[config.mk]
export PLATFORM = sky130hd
export DESIGN_NAME = nfc_host
export DESIGN_NICKNAME = d
export VERILOG_FILES = /design/src/hw/nfc_pkg.sv /design/src/hw/nfc_host.sv
export SDC_FILE = /design/constraint.sdc
export NUM_CORES = 1
export LEC_CHECK = 0
export ABC_AREA = 0
export ABC_CLOCK_PERIOD_IN_PS = 3800
export BUFFER_PORTS_ARGS = -buffer_cell sky130_fd_sc_hd__buf_2
export CAP_MARGIN = 25
export CORE_MARGIN = 1.5
export CORE_UTILIZATION = 30
export CTS_CLUSTER_DIAMETER = 200
export CTS_CLUSTER_SIZE = 10
export DETAILED_ROUTE_END_ITERATION = 12
export MAX_ROUTING_LAYER = met4
export SYNTH_ARGS = -nofsm -noshare
export SYNTH_HDL_FRONTEND = slang
export SYNTH_SLANG_ARGS = --single-unit
[constraint.sdc]
create_clock -name ref_clk -period 3.8 [get_ports ref_clk]
set_input_delay 0.76 -clock ref_clk [delete_from_list [all_inputs] [get_ports ref_clk]]
set_output_delay 0.76 -clock ref_clk [all_outputs]
set_load 0.02 [all_outputs]
[src/hw/nfc_pkg.sv]
// Constants and types for the NOR flash command sequencer.
`default_nettype none
package nfc_pkg;
  // ***********************************************************
  // Timing
  // ***********************************************************
  localparam int unsigned CLK_MHZ  = 250;
  localparam int unsigned T_AS_NS  = 10;
  localparam int unsigned T_WP_NS  = 50;
  localparam int unsigned T_WPH_NS = 30;
  localparam int unsigned T_ACC_NS = 80;
  localparam int unsigned T_RP_NS  = 500;
  localparam int unsigned SYNC_LAT = 4;
  localparam logic [7:0] AS_CYC  = 8'((T_AS_NS * CLK_MHZ + 999) / 1000);
  localparam logic [7:0] WP_CYC  = 8'((T_WP_NS * CLK_MHZ + 999) / 1000);
  localparam logic [7:0] WPH_CYC = 8'((T_WPH_NS * CLK_MHZ + 999) / 1000);
  localparam logic [7:0] RD_CYC  =
    8'((T_ACC_NS * CLK_MHZ + 999) / 1000 + SYNC_LAT);
  localparam logic [7:0] RP_CYC  = 8'((T_RP_NS * CLK_MHZ + 999) / 1000);
  // ***********************************************************
  // Addresses and codes
  // ***********************************************************
  localparam logic [24:0] U1_BYTE = 25'h0000AAA;
  localparam logic [24:0] U2_BYTE = 25'h0000555;
  localparam logic [24:0] U1_WORD = 25'h0000555;
  localparam logic [24:0] U2_WORD = 25'h00002AA;
  localparam logic [15:0] D_UNL1  = 16'h00AA;
  localparam logic [15:0] D_UNL2  = 16'h0055;
  localparam logic [15:0] D_ERASE = 16'h0080;
  localparam logic [15:0] D_CHIP  = 16'h0010;
  localparam logic [15:0] D_GO30  = 16'h0030;
  localparam logic [15:0] D_RESET = 16'h00F0;
  localparam logic [15:0] D_CFI   = 16'h0098;
  localparam logic [15:0] D_SEL90 = 16'h0090;
  localparam logic [15:0] D_BYP   = 16'h0020;
  localparam logic [15:0] D_ZERO  = 16'h0000;
  localparam logic [15:0] D_SUSP  = 16'h00B0;
  localparam logic [15:0] D_BUF   = 16'h0025;
  localparam logic [15:0] D_CONF  = 16'h0029;
  localparam logic [15:0] D_BCK1  = 16'h00EB;
  localparam logic [15:0] D_BCK2  = 16'h0076;
  localparam int unsigned ABORT_BIT = 1;
  localparam logic [8:0] NMAX_BYTE = 9'h0FF;
  localparam logic [8:0] NMAX_WORD = 9'h1FF;
  // ***********************************************************
  // Types
  // ***********************************************************
  typedef enum logic [3:0] {
    OP_RESET = 4'h0, OP_RESET3 = 4'h1, OP_CFI = 4'h2, OP_ASEL = 4'h3,
    OP_BYP_ON = 4'h4, OP_BYP_OFF = 4'h5, OP_CHIP = 4'h6, OP_BLK = 4'h7,
    OP_MORE = 4'h8, OP_SUSP = 4'h9, OP_RESUME = 4'hA,
    OP_BLANK_SET = 4'hB, OP_BLANK_GO = 4'hC, OP_BUF = 4'hD,
    OP_READ = 4'hE, OP_HWRST = 4'hF
  } nfc_op_e;
  typedef enum logic [2:0] {
    M_READ = 3'h1, M_CFI = 3'h2, M_ASEL = 3'h4
  } nfc_mode_e;
  typedef enum logic [6:0] {
    ST_IDLE = 7'h01, ST_SETUP = 7'h02, ST_WE = 7'h04, ST_GAP = 7'h08,
    ST_LOAD = 7'h10, ST_RD = 7'h20, ST_HWRST = 7'h40
  } nfc_st_e;
  typedef struct packed {
    nfc_op_e     op;
    logic [24:0] blk;
    logic [8:0]  cnt;
  } nfc_req_s;
  typedef struct packed {
    logic [24:0] addr;
    logic [15:0] data;
    logic        last;
  } nfc_cyc_s;
  typedef struct packed {
    logic [24:0] addr;
    logic [15:0] dq;
    logic        dq_oe;
    logic        ce_n;
    logic        oe_n;
    logic        we_n;
    logic        rst_n;
    logic        byte_n;
  } nfc_pins_s;
  localparam nfc_pins_s PINS_RST = '{addr: 25'h0000000, dq: 16'h0000,
    dq_oe: 1'b0, ce_n: 1'b1, oe_n: 1'b1, we_n: 1'b1, rst_n: 1'b1,
    byte_n: 1'b0};
endpackage
`default_nettype wire

[src/hw/nfc_host.sv]
// Host-side command sequencer that drives a parallel NOR flash.
`default_nettype none
module nfc_host
  import nfc_pkg::*;
(
  input  wire logic        ref_clk,
  input  wire logic        reset_n,
  input  wire logic        cfg_word,
  input  wire logic        cmd_valid,
  input  wire nfc_req_s    cmd_req,
  output var  logic        cmd_ready,
  output var  logic        cmd_done,
  output var  logic        cmd_err,
  output var  logic [15:0] rd_data,
  input  wire logic        wdat_valid,
  input  wire logic [15:0] wdat,
  input  wire logic [8:0]  wdat_loc,
  output var  logic        wdat_ready,
  input  wire logic [15:0] fl_dq_in,
  input  wire logic        fl_ready,
  output var  nfc_pins_s   pins,
  output var  nfc_mode_e   mode,
  output var  logic        bypass,
  output var  logic        suspended,
  output var  logic        abort_seen
);
  // ***********************************************************
  // Declarations
  // ***********************************************************
  nfc_st_e     st_r;
  nfc_req_s    cur_r;
  nfc_cyc_s    cyc;
  logic [2:0]  idx_r;
  logic [7:0]  tmr_r;
  logic [8:0]  cnt_r;
  logic        ld_r;
  logic        conf_r;
  logic [24:0] ld_addr_r;
  logic [15:0] ld_data_r;
  logic [15:0] dq_s1_r, dq_s2_r, dq_s3_r, dq_f_r;
  logic        ry_s1_r, ry_s2_r, ry_s3_r, ry_f_r;
  logic        more_ok_r, blank_ok_r, buf_pend_r;
  logic        take, fin, req_ok, tdone;
  logic [24:0] wa;
  logic [15:0] wd;
  logic [8:0]  nmax;

  // Command cycle table: one address and data pair per step.
  function automatic nfc_cyc_s cyc_f(nfc_op_e op, logic [2:0] i,
    logic byp, logic wd16, logic [24:0] ba, logic [8:0] n);
    logic [24:0] u1;
    logic [24:0] u2;
    nfc_cyc_s    c;
    u1 = wd16 ? U1_WORD : U1_BYTE;
    u2 = wd16 ? U2_WORD : U2_BYTE;
    c = '{addr: 25'h0000000, data: D_ZERO, last: 1'b1};
    if (i == 3'h0) c = '{addr: u1, data: D_UNL1, last: 1'b0};
    if (i == 3'h1) c = '{addr: u2, data: D_UNL2, last: 1'b0};
    case (op)
      OP_RESET:    c = '{addr: 25'h0000000, data: D_RESET, last: 1'b1};
      // The abort form wants the unlock address on its third write too.
      OP_RESET3:   if (i == 3'h2) c = '{addr: u1, data: D_RESET, last: 1'b1};
      OP_CFI:      c = '{addr: u1, data: D_CFI, last: 1'b1};
      OP_ASEL:     if (i == 3'h2) c = '{addr: u1, data: D_SEL90, last: 1'b1};
      OP_BYP_ON:   if (i == 3'h2) c = '{addr: u1, data: D_BYP, last: 1'b1};
      OP_BYP_OFF:  c = '{addr: 25'h0000000,
                         data: (i == 3'h0) ? D_SEL90 : D_ZERO,
                         last: (i != 3'h0)};
      OP_CHIP, OP_BLK: begin
        if (byp) begin
          c = '{addr: 25'h0000000, data: D_ERASE, last: 1'b0};
          if (i != 3'h0) c = (op == OP_CHIP) ?
            '{addr: 25'h0000000, data: D_CHIP, last: 1'b1} :
            '{addr: ba, data: D_GO30, last: 1'b1};
        end else begin
          if (i == 3'h2) c = '{addr: u1, data: D_ERASE, last: 1'b0};
          if (i == 3'h3) c = '{addr: u1, data: D_UNL1, last: 1'b0};
          if (i == 3'h4) c = '{addr: u2, data: D_UNL2, last: 1'b0};
          if (i == 3'h5) c = (op == OP_CHIP) ?
            '{addr: u1, data: D_CHIP, last: 1'b1} :
            '{addr: ba, data: D_GO30, last: 1'b1};
        end
      end
      OP_MORE:     c = '{addr: ba, data: D_GO30, last: 1'b1};
      OP_SUSP:     c = '{addr: 25'h0000000, data: D_SUSP, last: 1'b1};
      OP_RESUME:   c = '{addr: 25'h0000000, data: D_GO30, last: 1'b1};
      OP_BLANK_SET: if (i > 3'h1) c = '{addr: ba,
        data: (i == 3'h2) ? D_BCK1 : (i == 3'h3) ? D_BCK2 : D_ZERO,
        last: (i == 3'h5)};
      OP_BLANK_GO: c = '{addr: ba, data: D_CONF, last: 1'b1};
      OP_BUF: if (byp || i > 3'h1) c = '{addr: ba,
        data: ((byp ? i : i - 3'h2) == 3'h0) ? D_BUF : {7'h00, n},
        last: ((byp ? i : i - 3'h2) != 3'h0)};
      default: c = '{addr: 25'h0000000, data: D_ZERO, last: 1'b1};
    endcase
    return c;
  endfunction

  // ***********************************************************
  // Pin synchronisers
  // ***********************************************************
  // A bit changes only once the second and third stages agree.
  always_ff @(posedge ref_clk or negedge reset_n) begin
    if (!reset_n) begin
      dq_s1_r <= 16'h0000;
      dq_s2_r <= 16'h0000;
      dq_s3_r <= 16'h0000;
      dq_f_r  <= 16'h0000;
      ry_s1_r <= 1'b1;
      ry_s2_r <= 1'b1;
      ry_s3_r <= 1'b1;
      ry_f_r  <= 1'b1;
    end else begin
      dq_s1_r <= fl_dq_in;
      dq_s2_r <= dq_s1_r;
      dq_s3_r <= dq_s2_r;
      dq_f_r  <= (dq_s2_r & ~(dq_s2_r ^ dq_s3_r))
               | (dq_f_r & (dq_s2_r ^ dq_s3_r));
      ry_s1_r <= fl_ready;
      ry_s2_r <= ry_s1_r;
      ry_s3_r <= ry_s2_r;
      if (ry_s2_r == ry_s3_r) ry_f_r <= ry_s2_r;
    end
  end

  // ***********************************************************
  // Request check
  // ***********************************************************
  assign nmax = cfg_word ? NMAX_WORD : NMAX_BYTE;
  assign take = (st_r == ST_IDLE) && cmd_valid && cmd_ready;
  assign tdone = (tmr_r == 8'h00);
  assign cyc = cyc_f(cur_r.op, idx_r, bypass, cfg_word, cur_r.blk,
                     cur_r.cnt);
  assign wa = conf_r ? cur_r.blk : ld_r ? ld_addr_r : cyc.addr;
  assign wd = conf_r ? D_CONF : ld_r ? ld_data_r : cyc.data;
  assign fin = (st_r == ST_GAP && tdone &&
                (conf_r || (!ld_r && cyc.last && cur_r.op != OP_BUF)))
             || ((st_r == ST_RD || st_r == ST_HWRST) && tdone);

  always_comb begin
    req_ok = 1'b1;
    case (cmd_req.op)
      OP_CFI, OP_ASEL: req_ok = (mode != M_CFI);
      OP_BYP_ON:    req_ok = !bypass;
      OP_BYP_OFF:   req_ok = bypass;
      OP_MORE:      req_ok = more_ok_r;
      OP_BLANK_GO:  req_ok = blank_ok_r;
      OP_BUF:       req_ok = (cmd_req.cnt <= nmax) && (mode == M_READ);
      OP_CHIP, OP_BLK, OP_BLANK_SET: req_ok = (mode == M_READ);
      default:      req_ok = 1'b1;
    endcase
    // Busy flash: only suspend, status reads, hardware reset and extra erase blocks pass.
    // Extra erase blocks are queued while the first erase is pending.
    if (!ry_f_r && !(cmd_req.op inside {OP_SUSP, OP_READ, OP_HWRST,
        OP_MORE})) req_ok = 1'b0;
  end

  // ***********************************************************
  // Bus cycle sequencer
  // ***********************************************************
  always_ff @(posedge ref_clk or negedge reset_n) begin
    if (!reset_n) begin
      st_r      <= ST_IDLE;
      cur_r     <= '{op: OP_RESET, blk: 25'h0000000, cnt: 9'h000};
      idx_r     <= 3'h0;
      tmr_r     <= 8'h00;
      cnt_r     <= 9'h000;
      ld_r      <= 1'b0;
      conf_r    <= 1'b0;
      ld_addr_r <= 25'h0000000;
      ld_data_r <= 16'h0000;
      pins      <= PINS_RST;
      cmd_ready <= 1'b1;
      cmd_done  <= 1'b0;
      cmd_err   <= 1'b0;
      rd_data   <= 16'h0000;
      wdat_ready <= 1'b0;
    end else begin
      cmd_done    <= 1'b0;
      cmd_err     <= 1'b0;
      pins.byte_n <= cfg_word;
      if (tmr_r != 8'h00) tmr_r <= tmr_r - 8'h01;
      unique case (st_r)
        ST_IDLE: if (take) begin
          if (!req_ok) begin
            cmd_err <= 1'b1;
          end else begin
            cmd_ready <= 1'b0;
            cur_r <= cmd_req;
            // A pending abort needs the full three-cycle reset.
            if (cmd_req.op == OP_RESET && abort_seen)
              cur_r.op <= OP_RESET3;
            idx_r <= 3'h0;
            ld_r <= 1'b0;
            conf_r <= 1'b0;
            if (cmd_req.op == OP_READ) begin
              st_r <= ST_RD;
              pins.addr <= cmd_req.blk;
              pins.ce_n <= 1'b0;
              pins.oe_n <= 1'b0;
              tmr_r <= RD_CYC - 8'h01;
            end else if (cmd_req.op == OP_HWRST) begin
              st_r <= ST_HWRST;
              pins.rst_n <= 1'b0;
              tmr_r <= RP_CYC - 8'h01;
            end else begin
              st_r <= ST_SETUP;
              tmr_r <= AS_CYC - 8'h01;
            end
          end
        end
        ST_SETUP: begin
          pins.addr  <= wa;
          pins.dq    <= wd;
          pins.dq_oe <= 1'b1;
          pins.ce_n  <= 1'b0;
          if (tdone) begin
            st_r <= ST_WE;
            pins.we_n <= 1'b0;
            tmr_r <= WP_CYC - 8'h01;
          end
        end
        ST_WE: if (tdone) begin
          st_r <= ST_GAP;
          pins.we_n <= 1'b1;
          tmr_r <= WPH_CYC - 8'h01;
        end
        ST_GAP: if (tdone) begin
          pins.ce_n  <= 1'b1;
          pins.dq_oe <= 1'b0;
          tmr_r <= AS_CYC - 8'h01;
          if (fin) begin
            st_r <= ST_IDLE;
            cmd_ready <= 1'b1;
            cmd_done <= 1'b1;
          end else if (ld_r && cnt_r == 9'h000) begin
            ld_r <= 1'b0;
            conf_r <= 1'b1;
            st_r <= ST_SETUP;
          end else if (ld_r || cyc.last) begin
            // Count N was written, so N+1 entries follow.
            cnt_r <= ld_r ? cnt_r - 9'h001 : cur_r.cnt;
            ld_r <= 1'b1;
            wdat_ready <= 1'b1;
            st_r <= ST_LOAD;
          end else begin
            idx_r <= idx_r + 3'h1;
            st_r <= ST_SETUP;
          end
        end
        ST_LOAD: if (wdat_valid && wdat_ready) begin
          wdat_ready <= 1'b0;
          ld_data_r <= wdat;
          // Only the entry-select bits come from the user side.
          ld_addr_r <= cfg_word ? {cur_r.blk[24:9], wdat_loc} :
                       {cur_r.blk[24:8], wdat_loc[7:0]};
          st_r <= ST_SETUP;
          tmr_r <= AS_CYC - 8'h01;
        end
        ST_RD: if (tdone) begin
          rd_data <= dq_f_r;
          pins.ce_n <= 1'b1;
          pins.oe_n <= 1'b1;
          st_r <= ST_IDLE;
          cmd_ready <= 1'b1;
          cmd_done <= 1'b1;
        end
        ST_HWRST: if (tdone) begin
          pins.rst_n <= 1'b1;
          st_r <= ST_IDLE;
          cmd_ready <= 1'b1;
          cmd_done <= 1'b1;
        end
      endcase
    end
  end

  // ***********************************************************
  // Mode tracking
  // ***********************************************************
  always_ff @(posedge ref_clk or negedge reset_n) begin
    if (!reset_n) begin
      mode <= M_READ;
      bypass <= 1'b0;
      suspended <= 1'b0;
    end else if (fin) begin
      case (cur_r.op)
        OP_HWRST: begin
          mode <= M_READ;
          bypass <= 1'b0;
          suspended <= 1'b0;
        end
        // Suspend survives a reset, so query or auto select falls back.
        OP_RESET, OP_RESET3: mode <= M_READ;
        OP_CFI:     mode <= M_CFI;
        OP_ASEL:    mode <= M_ASEL;
        OP_BYP_ON:  bypass <= 1'b1;
        OP_BYP_OFF: bypass <= 1'b0;
        OP_SUSP:    suspended <= 1'b1;
        OP_RESUME: begin
          suspended <= 1'b0;
          mode <= M_READ;
        end
        default: ;
      endcase
    end
  end

  // ***********************************************************
  // Sequence flags
  // ***********************************************************
  always_ff @(posedge ref_clk or negedge reset_n) begin
    if (!reset_n) begin
      more_ok_r <= 1'b0;
      blank_ok_r <= 1'b0;
      buf_pend_r <= 1'b0;
      abort_seen <= 1'b0;
    end else if (fin) begin
      more_ok_r <= (cur_r.op == OP_BLK) || (cur_r.op == OP_MORE);
      blank_ok_r <= (cur_r.op == OP_BLANK_SET);
      buf_pend_r <= (cur_r.op == OP_BUF) ||
                    (buf_pend_r && cur_r.op == OP_READ);
      if (cur_r.op == OP_READ && buf_pend_r && dq_f_r[ABORT_BIT])
        abort_seen <= 1'b1;
      else if (cur_r.op == OP_RESET3 || cur_r.op == OP_HWRST)
        abort_seen <= 1'b0;
    end
  end
endmodule
`default_nettype wire

* Word level (Yosys, flattened, before mapping)
Cells that the tools add are included.
Widths: inputs -> output; s select.
** Cells by class
- Equal/unequal tests :: 63
- $add $sub $neg :: 4
- Bitwise operators :: 7
- Muxes and demuxes :: 114
- Order comparisons :: 2
- Reduce and logical (&&, ||, !) cells :: 76
** Operators by type and width (number)
- $pmux 42 s13 :: 1
- $mux 42 :: 9
- $mux 29 :: 6
- $mux 25 :: 5
- $mux 7 :: 13
- $mux 8 :: 10
- $eq 4x4->1 const B :: 15
- $pmux 25 s2 :: 1
- $pmux 7 s6 :: 1
- $pmux 8 s5 :: 1
- $mux 9 :: 4
- $reduce_and 6->1 :: 6
- $and 16x16->16 :: 2
- $eq 4x3->1 const B :: 8
- $mux 16 :: 2
- $mux 1 :: 30
- $ne 2x2->1 const B :: 13
- $mux 3 :: 7
- $pmux 1 s2 :: 10
- $reduce_bool 2->1 :: 10
- $eq 4x2->1 const B :: 4
- $not 16->16 :: 1
- $or 16x16->16 :: 1
- $xor 16x16->16 :: 1
- other kinds (51) :: 105
** Word-level totals
- Output and inout port bits :: 73
- Word-level logic and storage cells :: 305
- Bits of input ports :: 85
- Register bits :: 252

* Longest topological paths before layout
- Depth in word-level cells :: 17
- Mapped depth :: 12
- Mapped depth without buffers :: 9

* Worst setup path after synthesis
No wires, ideal clock.
- Path type :: input -> register
- Start point :: input cfg_word
- End point :: register idx_r[0]
- Setup time :: 0.125 ns
- Path buffers :: 2
- Data arrival time :: 2.760 ns
- Required time :: 3.675 ns
- Slack :: 0.916 ns
- Cell stages on the path :: 11
- Path through :: clkbuf_1 -> inv_1 -> ha_1 -> nand3_1 -> nor4_1 -> o21ai_1 -> a31oi_2 -> nand2_1 -> buf_2 -> a21o_1 -> mux2_2
** Between the ends
- Cells in the longest elaborated chain, start to end :: 7
** Ends and longest elaborated chain
- start, declared :: line nfc_host.sv:8 : input wire logic cfg_word,
- $mux 9 :: line nfc_host.sv:129 : assign nmax = cfg_word ? NMAX_WORD : NMAX_BYTE;
- $le 9x9->1 :: line nfc_host.sv:148 : OP_BUF: req_ok = (cmd_req.cnt <= nmax) && (mode == M_READ);
- $logic_and 1x1->1 :: line nfc_host.sv:148
- $pmux 1 s7 :: line nfc_host.sv:142 : case (cmd_req.op)
- $mux 1 :: line nfc_host.sv:154 : if (!ry_f_r && !(cmd_req.op inside {OP_SUSP, OP_READ, OP_HWRST,
- $ne 2x2->1 (no line)
- $reduce_and 7->1 (no line)
- end signal, assigned :: line nfc_host.sv:247 : idx_r <= idx_r + 3'h1;
- end, declared :: line nfc_host.sv:33 : logic [2:0] idx_r;
No other way between the ends.
A chain may end at the register's enable or synchronous reset.

* Worst setup path after layout
- Start point :: register idx_r[1]
- End point :: register bypass
** Between the ends
- Cells in the longest elaborated chain, start to end :: 15
- Elaborated cells between the ends (all ways) :: 32
- Those cells by class :: 1 x add/sub; 1 x order compare; 5 x eq/ne; 15 x mux; 10 x reduce/logical
** Ends and longest elaborated chain
- $logic_not 3->1 :: line nfc_host.sv:57 : if (i == 3'h0) c = '{addr: u1, data: D_UNL1, last: 1'b0};
- $mux 29 :: line nfc_host.sv:57
- $mux 29 :: line nfc_host.sv:58 : if (i == 3'h1) c = '{addr: u2, data: D_UNL2, last: 1'b0};
- $mux 29 :: line nfc_host.sv:76 : if (i == 3'h2) c = '{addr: u1, data: D_ERASE, last: 1'b0};
- $mux 42 :: line nfc_host.sv:77 : if (i == 3'h3) c = '{addr: u1, data: D_UNL1, last: 1'b0};
- $mux 42 :: line nfc_host.sv:78 : if (i == 3'h4) c = '{addr: u2, data: D_UNL2, last: 1'b0};
- $mux 42 :: line nfc_host.sv:79 : if (i == 3'h5) c = (op == OP_CHIP) ?
- $mux 42 :: line nfc_host.sv:70 : if (byp) begin
- $pmux 42 s13 * :: line nfc_host.sv:59 : case (op)
- $logic_and 1x1->1 * (2 in series) :: line nfc_host.sv:137 : (conf_r || (!ld_r && cyc.last && cur_r.op != OP_BUF)))
- $logic_or 1x1->1 * :: line nfc_host.sv:137
- $logic_and 1x1->1 * :: line nfc_host.sv:136 : assign fin = (st_r == ST_GAP && tdone &&
- $logic_or 1x1->1 * :: line nfc_host.sv:138 : || ((st_r == ST_RD || st_r == ST_HWRST) && tdone);
- $reduce_and 2->1 (no line) *
- end signal, assigned :: line nfc_host.sv:284 : bypass <= 1'b0;
- end signal, assigned :: line nfc_host.sv:290 : bypass <= 1'b0;
- end signal, assigned :: line nfc_host.sv:297 : OP_BYP_ON: bypass <= 1'b1;
- end, declared :: line nfc_host.sv:23 : output var logic bypass,
Mark *: on every way between the ends. The rest lies on a longest branch, timed or not.

==> summary.md <==
For this configuration, the core starts out at a cell density of 30.3%. Final worst-path cycle share: 85.0%. The worst reg2reg path depth was 8; the final hold violation count was 0.

Of all flip-flops after synthesis, the portion carrying an async set or reset was 100%. For this block, the initial DRC count from the detailed router was 850. For the pin with the worst max-slew slack, the measured transition is 1.04 ns. After synthesis, the cell types taking the most area are sky130_fd_sc_hd__dfrtp_1 50%, sky130_fd_sc_hd__nand2_1 6.4%, sky130_fd_sc_hd__mux2_1 3.4%.

In this run, post-CTS hold repair placed 0 buffers. The maximum number of buffers from clock root to sink came out at 3. Headroom to the max-slew limit came out at 30.1%.

Clock skew on the completed layout was measured at 0.0175 ns. Final number of max-transition violations: 0. The initialized floorplan defines 73 standard-cell rows. In the final timing run, aggregate negative setup slack is 0 ns.

The most common flop cell mapped by yosys was sky130_fd_sc_hd__dfrtp_1. The element type at the critical path start was a flip-flop. The tools report the number of buffers added by the clock tree synthesis step as 29. The first global-routing pass estimated 56600 microns of wire.

A synthesized cell averages 9.89 sq um. For the reg2reg setup slack, the log shows 0.57 ns. Sort of element at the end of the critical path: a flip-flop.

Commonest non-fill, non-tap cell in the layout: sky130_fd_sc_hd__dfrtp_1. The CTS sink count is 252, and the final wirelength is 35600 microns. The full die area is 41300 sq um, and the minimum period implied by the final worst setup slack is 3.23 ns. TritonCTS built the clock tree.

The run gives 0 as the count of maximum capacitance violations. In this run the worst hold path is classified as in2async. For this design the static power due to leakage is 6.69 nW. The cell at the root of the clock tree was sky130_fd_sc_hd__clkbuf_16.

The number of global-route vias before repair was 9884. The total power after layout was 8.42 mW; the clock-pin slew reported for the worst setup and hold paths after clock tree synthesis was 0.06 ns. The floorplan step defined a core boundary enclosing 39600 sq um. Flip-flop and latch count after synthesis: 252.

The top cell types in the final layout, fill and taps aside, are 241 x sky130_fd_sc_hd__dfrtp_1, 203 x sky130_fd_sc_hd__nand2_1, 156 x sky130_fd_sc_hd__buf_2. After synthesis the cells add up to 12000 sq um. Compared with the post-synthesis result, the final layout area differs by 19.1%. The vertical extent of the die is 203 microns, and the floorplan die width is 203 microns.

sky130_fd_sc_hd__dfrtp_1 takes more of the synthesized area than any other cell. For the largest net degree at the start of global routing, the log shows 93. The worst setup path is of the reg2reg kind. Of all nets on the critical path, the largest fanout is 13. The final layout contains 1459 nets. The count of flip-flops with a built-in enable after synthesis works out to 0. The reg-to-reg critical path endpoint is bypass. The required time of the critical path was 4.30 ns; the port buffer count was 157. For this run, the register share of the synthesized area comes to 52.6%. The run gives 0.56 ns as the latest clock arrival within the worst-skew pair.

Setup violations remaining at the end of the flow were counted as 0. For this run, the total global-route usage over all layers was measured as 17.8%. The congestion estimate from routability-driven global placement came to 0.933.

Setup repair after global routing left no endpoint under its margin. The post-route netlist has 20.4% of its cells at a drive strength greater than 1. Power spread over the standard cell area amounts to 588 nW/um^2.

The run gives 1 as the number of H-tree branching levels. For the number of warnings reported in the yosys synthesis log, the log shows 0. Of the post-synthesis cell area, the dominant cell type holds 50.2%. The remaining routing DRC violations is 0, and the total setup buffers inserted after CTS is 0. Dividing the detail-routed via count by the number of cells gives 5.18. In the final routed layout, each cell accounts on average for 18.6 microns. The number of antenna violations at the first check in global routing is 5, and the number of iterations in the first detailed-routing pass is 5.

The total congestion overflow after global routing was 0. The run finished with clean final reports. In this run the critical register-to-register path is launched from idx_r[1].

At the worst endpoint, the arrival time is 3.74 ns. The cell count after synthesis came out at 1216. Derived from the worst setup path, the maximum achievable clock frequency is 310 MHz. The logs give 158 for the number of I/O pins and 0 for the number of gates resized after CTS. For the total nets after synthesis, the log shows 1314.

Across the VDD grid, the largest voltage drop is 0.000338 V. The post-synthesis cell type count came out at 83. For the via total after detailed routing, the log shows 9911. Once detail routing completed, the nets flagged for antenna violations numbered 0.

For the placed wire-length estimate after detailed placement, the log shows 25100 microns.
synth_stat cells (7+ instances only):
| cell type | n |
|---|---|
| sky130_fd_sc_hd__nand2_1 | 205 |
| sky130_fd_sc_hd__buf_2 | 14 |
| sky130_fd_sc_hd__a32oi_1 | 8 |
| sky130_fd_sc_hd__and3_1 | 7 |
| sky130_fd_sc_hd__nor2b_1 | 21 |
| sky130_fd_sc_hd__dfrtp_1 | 241 |
| sky130_fd_sc_hd__nor3_1 | 47 |
| sky130_fd_sc_hd__mux2_1 | 36 |
| sky130_fd_sc_hd__a31oi_1 | 11 |
| sky130_fd_sc_hd__or3_1 | 10 |
| sky130_fd_sc_hd__o21a_1 | 11 |
| sky130_fd_sc_hd__nand3_1 | 33 |
| sky130_fd_sc_hd__o31ai_1 | 7 |
| sky130_fd_sc_hd__ha_1 | 13 |
| sky130_fd_sc_hd__o21ai_0 | 42 |
| sky130_fd_sc_hd__mux2i_1 | 13 |
| sky130_fd_sc_hd__o21ai_1 | 26 |
| sky130_fd_sc_hd__a221oi_1 | 21 |
| sky130_fd_sc_hd__clkbuf_1 | 64 |
| sky130_fd_sc_hd__nand3b_1 | 9 |
| sky130_fd_sc_hd__nand2b_1 | 15 |
| sky130_fd_sc_hd__o211ai_1 | 7 |
| sky130_fd_sc_hd__mux2_2 | 18 |
| sky130_fd_sc_hd__nor2_1 | 98 |
| sky130_fd_sc_hd__maj3_1 | 17 |
| sky130_fd_sc_hd__a21oi_1 | 44 |
| sky130_fd_sc_hd__nor4_1 | 9 |
| sky130_fd_sc_hd__inv_1 | 20 |
| sky130_fd_sc_hd__nor3b_1 | 10 |
| sky130_fd_sc_hd__dfstp_2 | 11 |
how the worst max path moves through the flow:
stage / cells after the start / to / from / slack [ns]
floorplan: 11 / idx_r[0] / cfg_word / 0.92
global placement: 10 / tmr_r[5] / cfg_word / 0.47
finish: 8 / bypass / idx_r[1] / 0.57
global route: 9 / cnt_r[7] / idx_r[1] / 0.38
CTS: 9 / cnt_r[3] / idx_r[1] / 0.63
detailed placement: 10 / tmr_r[5] / cfg_word / 0.45
routing by layer:
layer  GRT usage (%)  share of wire [%]  up-vias  wire length, microns
li1                -                  -     4656                     -
met1            24.0                 46     4871                 16400
met2            26.7                 45      329                 15900
met3            4.09                7.1       55                  2540
met4            4.74                2.1        0                   750
met5               -                  0        -                     0
state kept, by name (all words and copies together), names as in the netlist, 3 cells and up, named ones only:
signal / cells
pins: 47
idx_r: 3
tmr_r: 8
mode: 3
ld_data_r: 16
st_r: 7
dq_s2_r: 16
rd_data: 16
dq_s1_r: 16
cur_r: 38
cnt_r: 9
ld_addr_r: 25
dq_s3_r: 16
worst max-delay path, stage by stage (launching register included):
cell,delay (ns)
sky130_fd_sc_hd__dfrtp_1,0.50
sky130_fd_sc_hd__inv_1,0.16
sky130_fd_sc_hd__ha_1,0.38
sky130_fd_sc_hd__a21oi_1,0.56
sky130_fd_sc_hd__a2111oi_2,0.20
sky130_fd_sc_hd__a21o_1,0.27
sky130_fd_sc_hd__or3_1,0.59
sky130_fd_sc_hd__or3_1,0.43
sky130_fd_sc_hd__nand3_1,0.08
report_power, final:
| group | switching, mW | internal [mW] |
|---|---|---|
| registers | 0.281 | 3.04 |
| clock network | 1.11 | 1.43 |
| logic | 1.61 | 0.956 |
cell type report:
class	count	area, sq um
multi-input combinational	859	5300
sequential	252	6320
clock inverter	2	17.5
fill	4052	25300
antenna	5	12.5
inverter	21	78.8
timing repair buffer	198	1130
clock buffer	51	808
tap	525	657
logic make-up (layout without fill, tap and decap cells):
family,after synthesis,in the layout,synth area share [%]
xor+xnor,7,7,0.510
compound gates,258,258,14.8
simple gates,497,497,19.7
flops,252,252,52.6
buf+inv,105,272,3.55
fa+ha+maj,30,30,2.77
mux,67,67,6.14
other cells,0,5,0
metrics by stage:
| stage | instance area [sq um] | hold WS [ns] | setup slack [ns] | std cells | util [%] |
|---|---|---|---|---|---|
| CTS | 14300 | 0.222 | 0.631 | 1908 | 36.1 |
| finish | 14300 | 0.214 | 0.569 | 1913 | 36.1 |
| global placement | 13500 | 0.332 | 0.470 | 1855 | 34.0 |
| floorplan | 12000 | 0.331 | 0.916 | 1216 | - |
| detailed placement | 13500 | 0.335 | 0.447 | 1855 | 34.0 |
| global route | 14300 | 0.261 | 0.381 | 1913 | 36.1 |
Note: power is estimated with default switching activity, not from simulation.
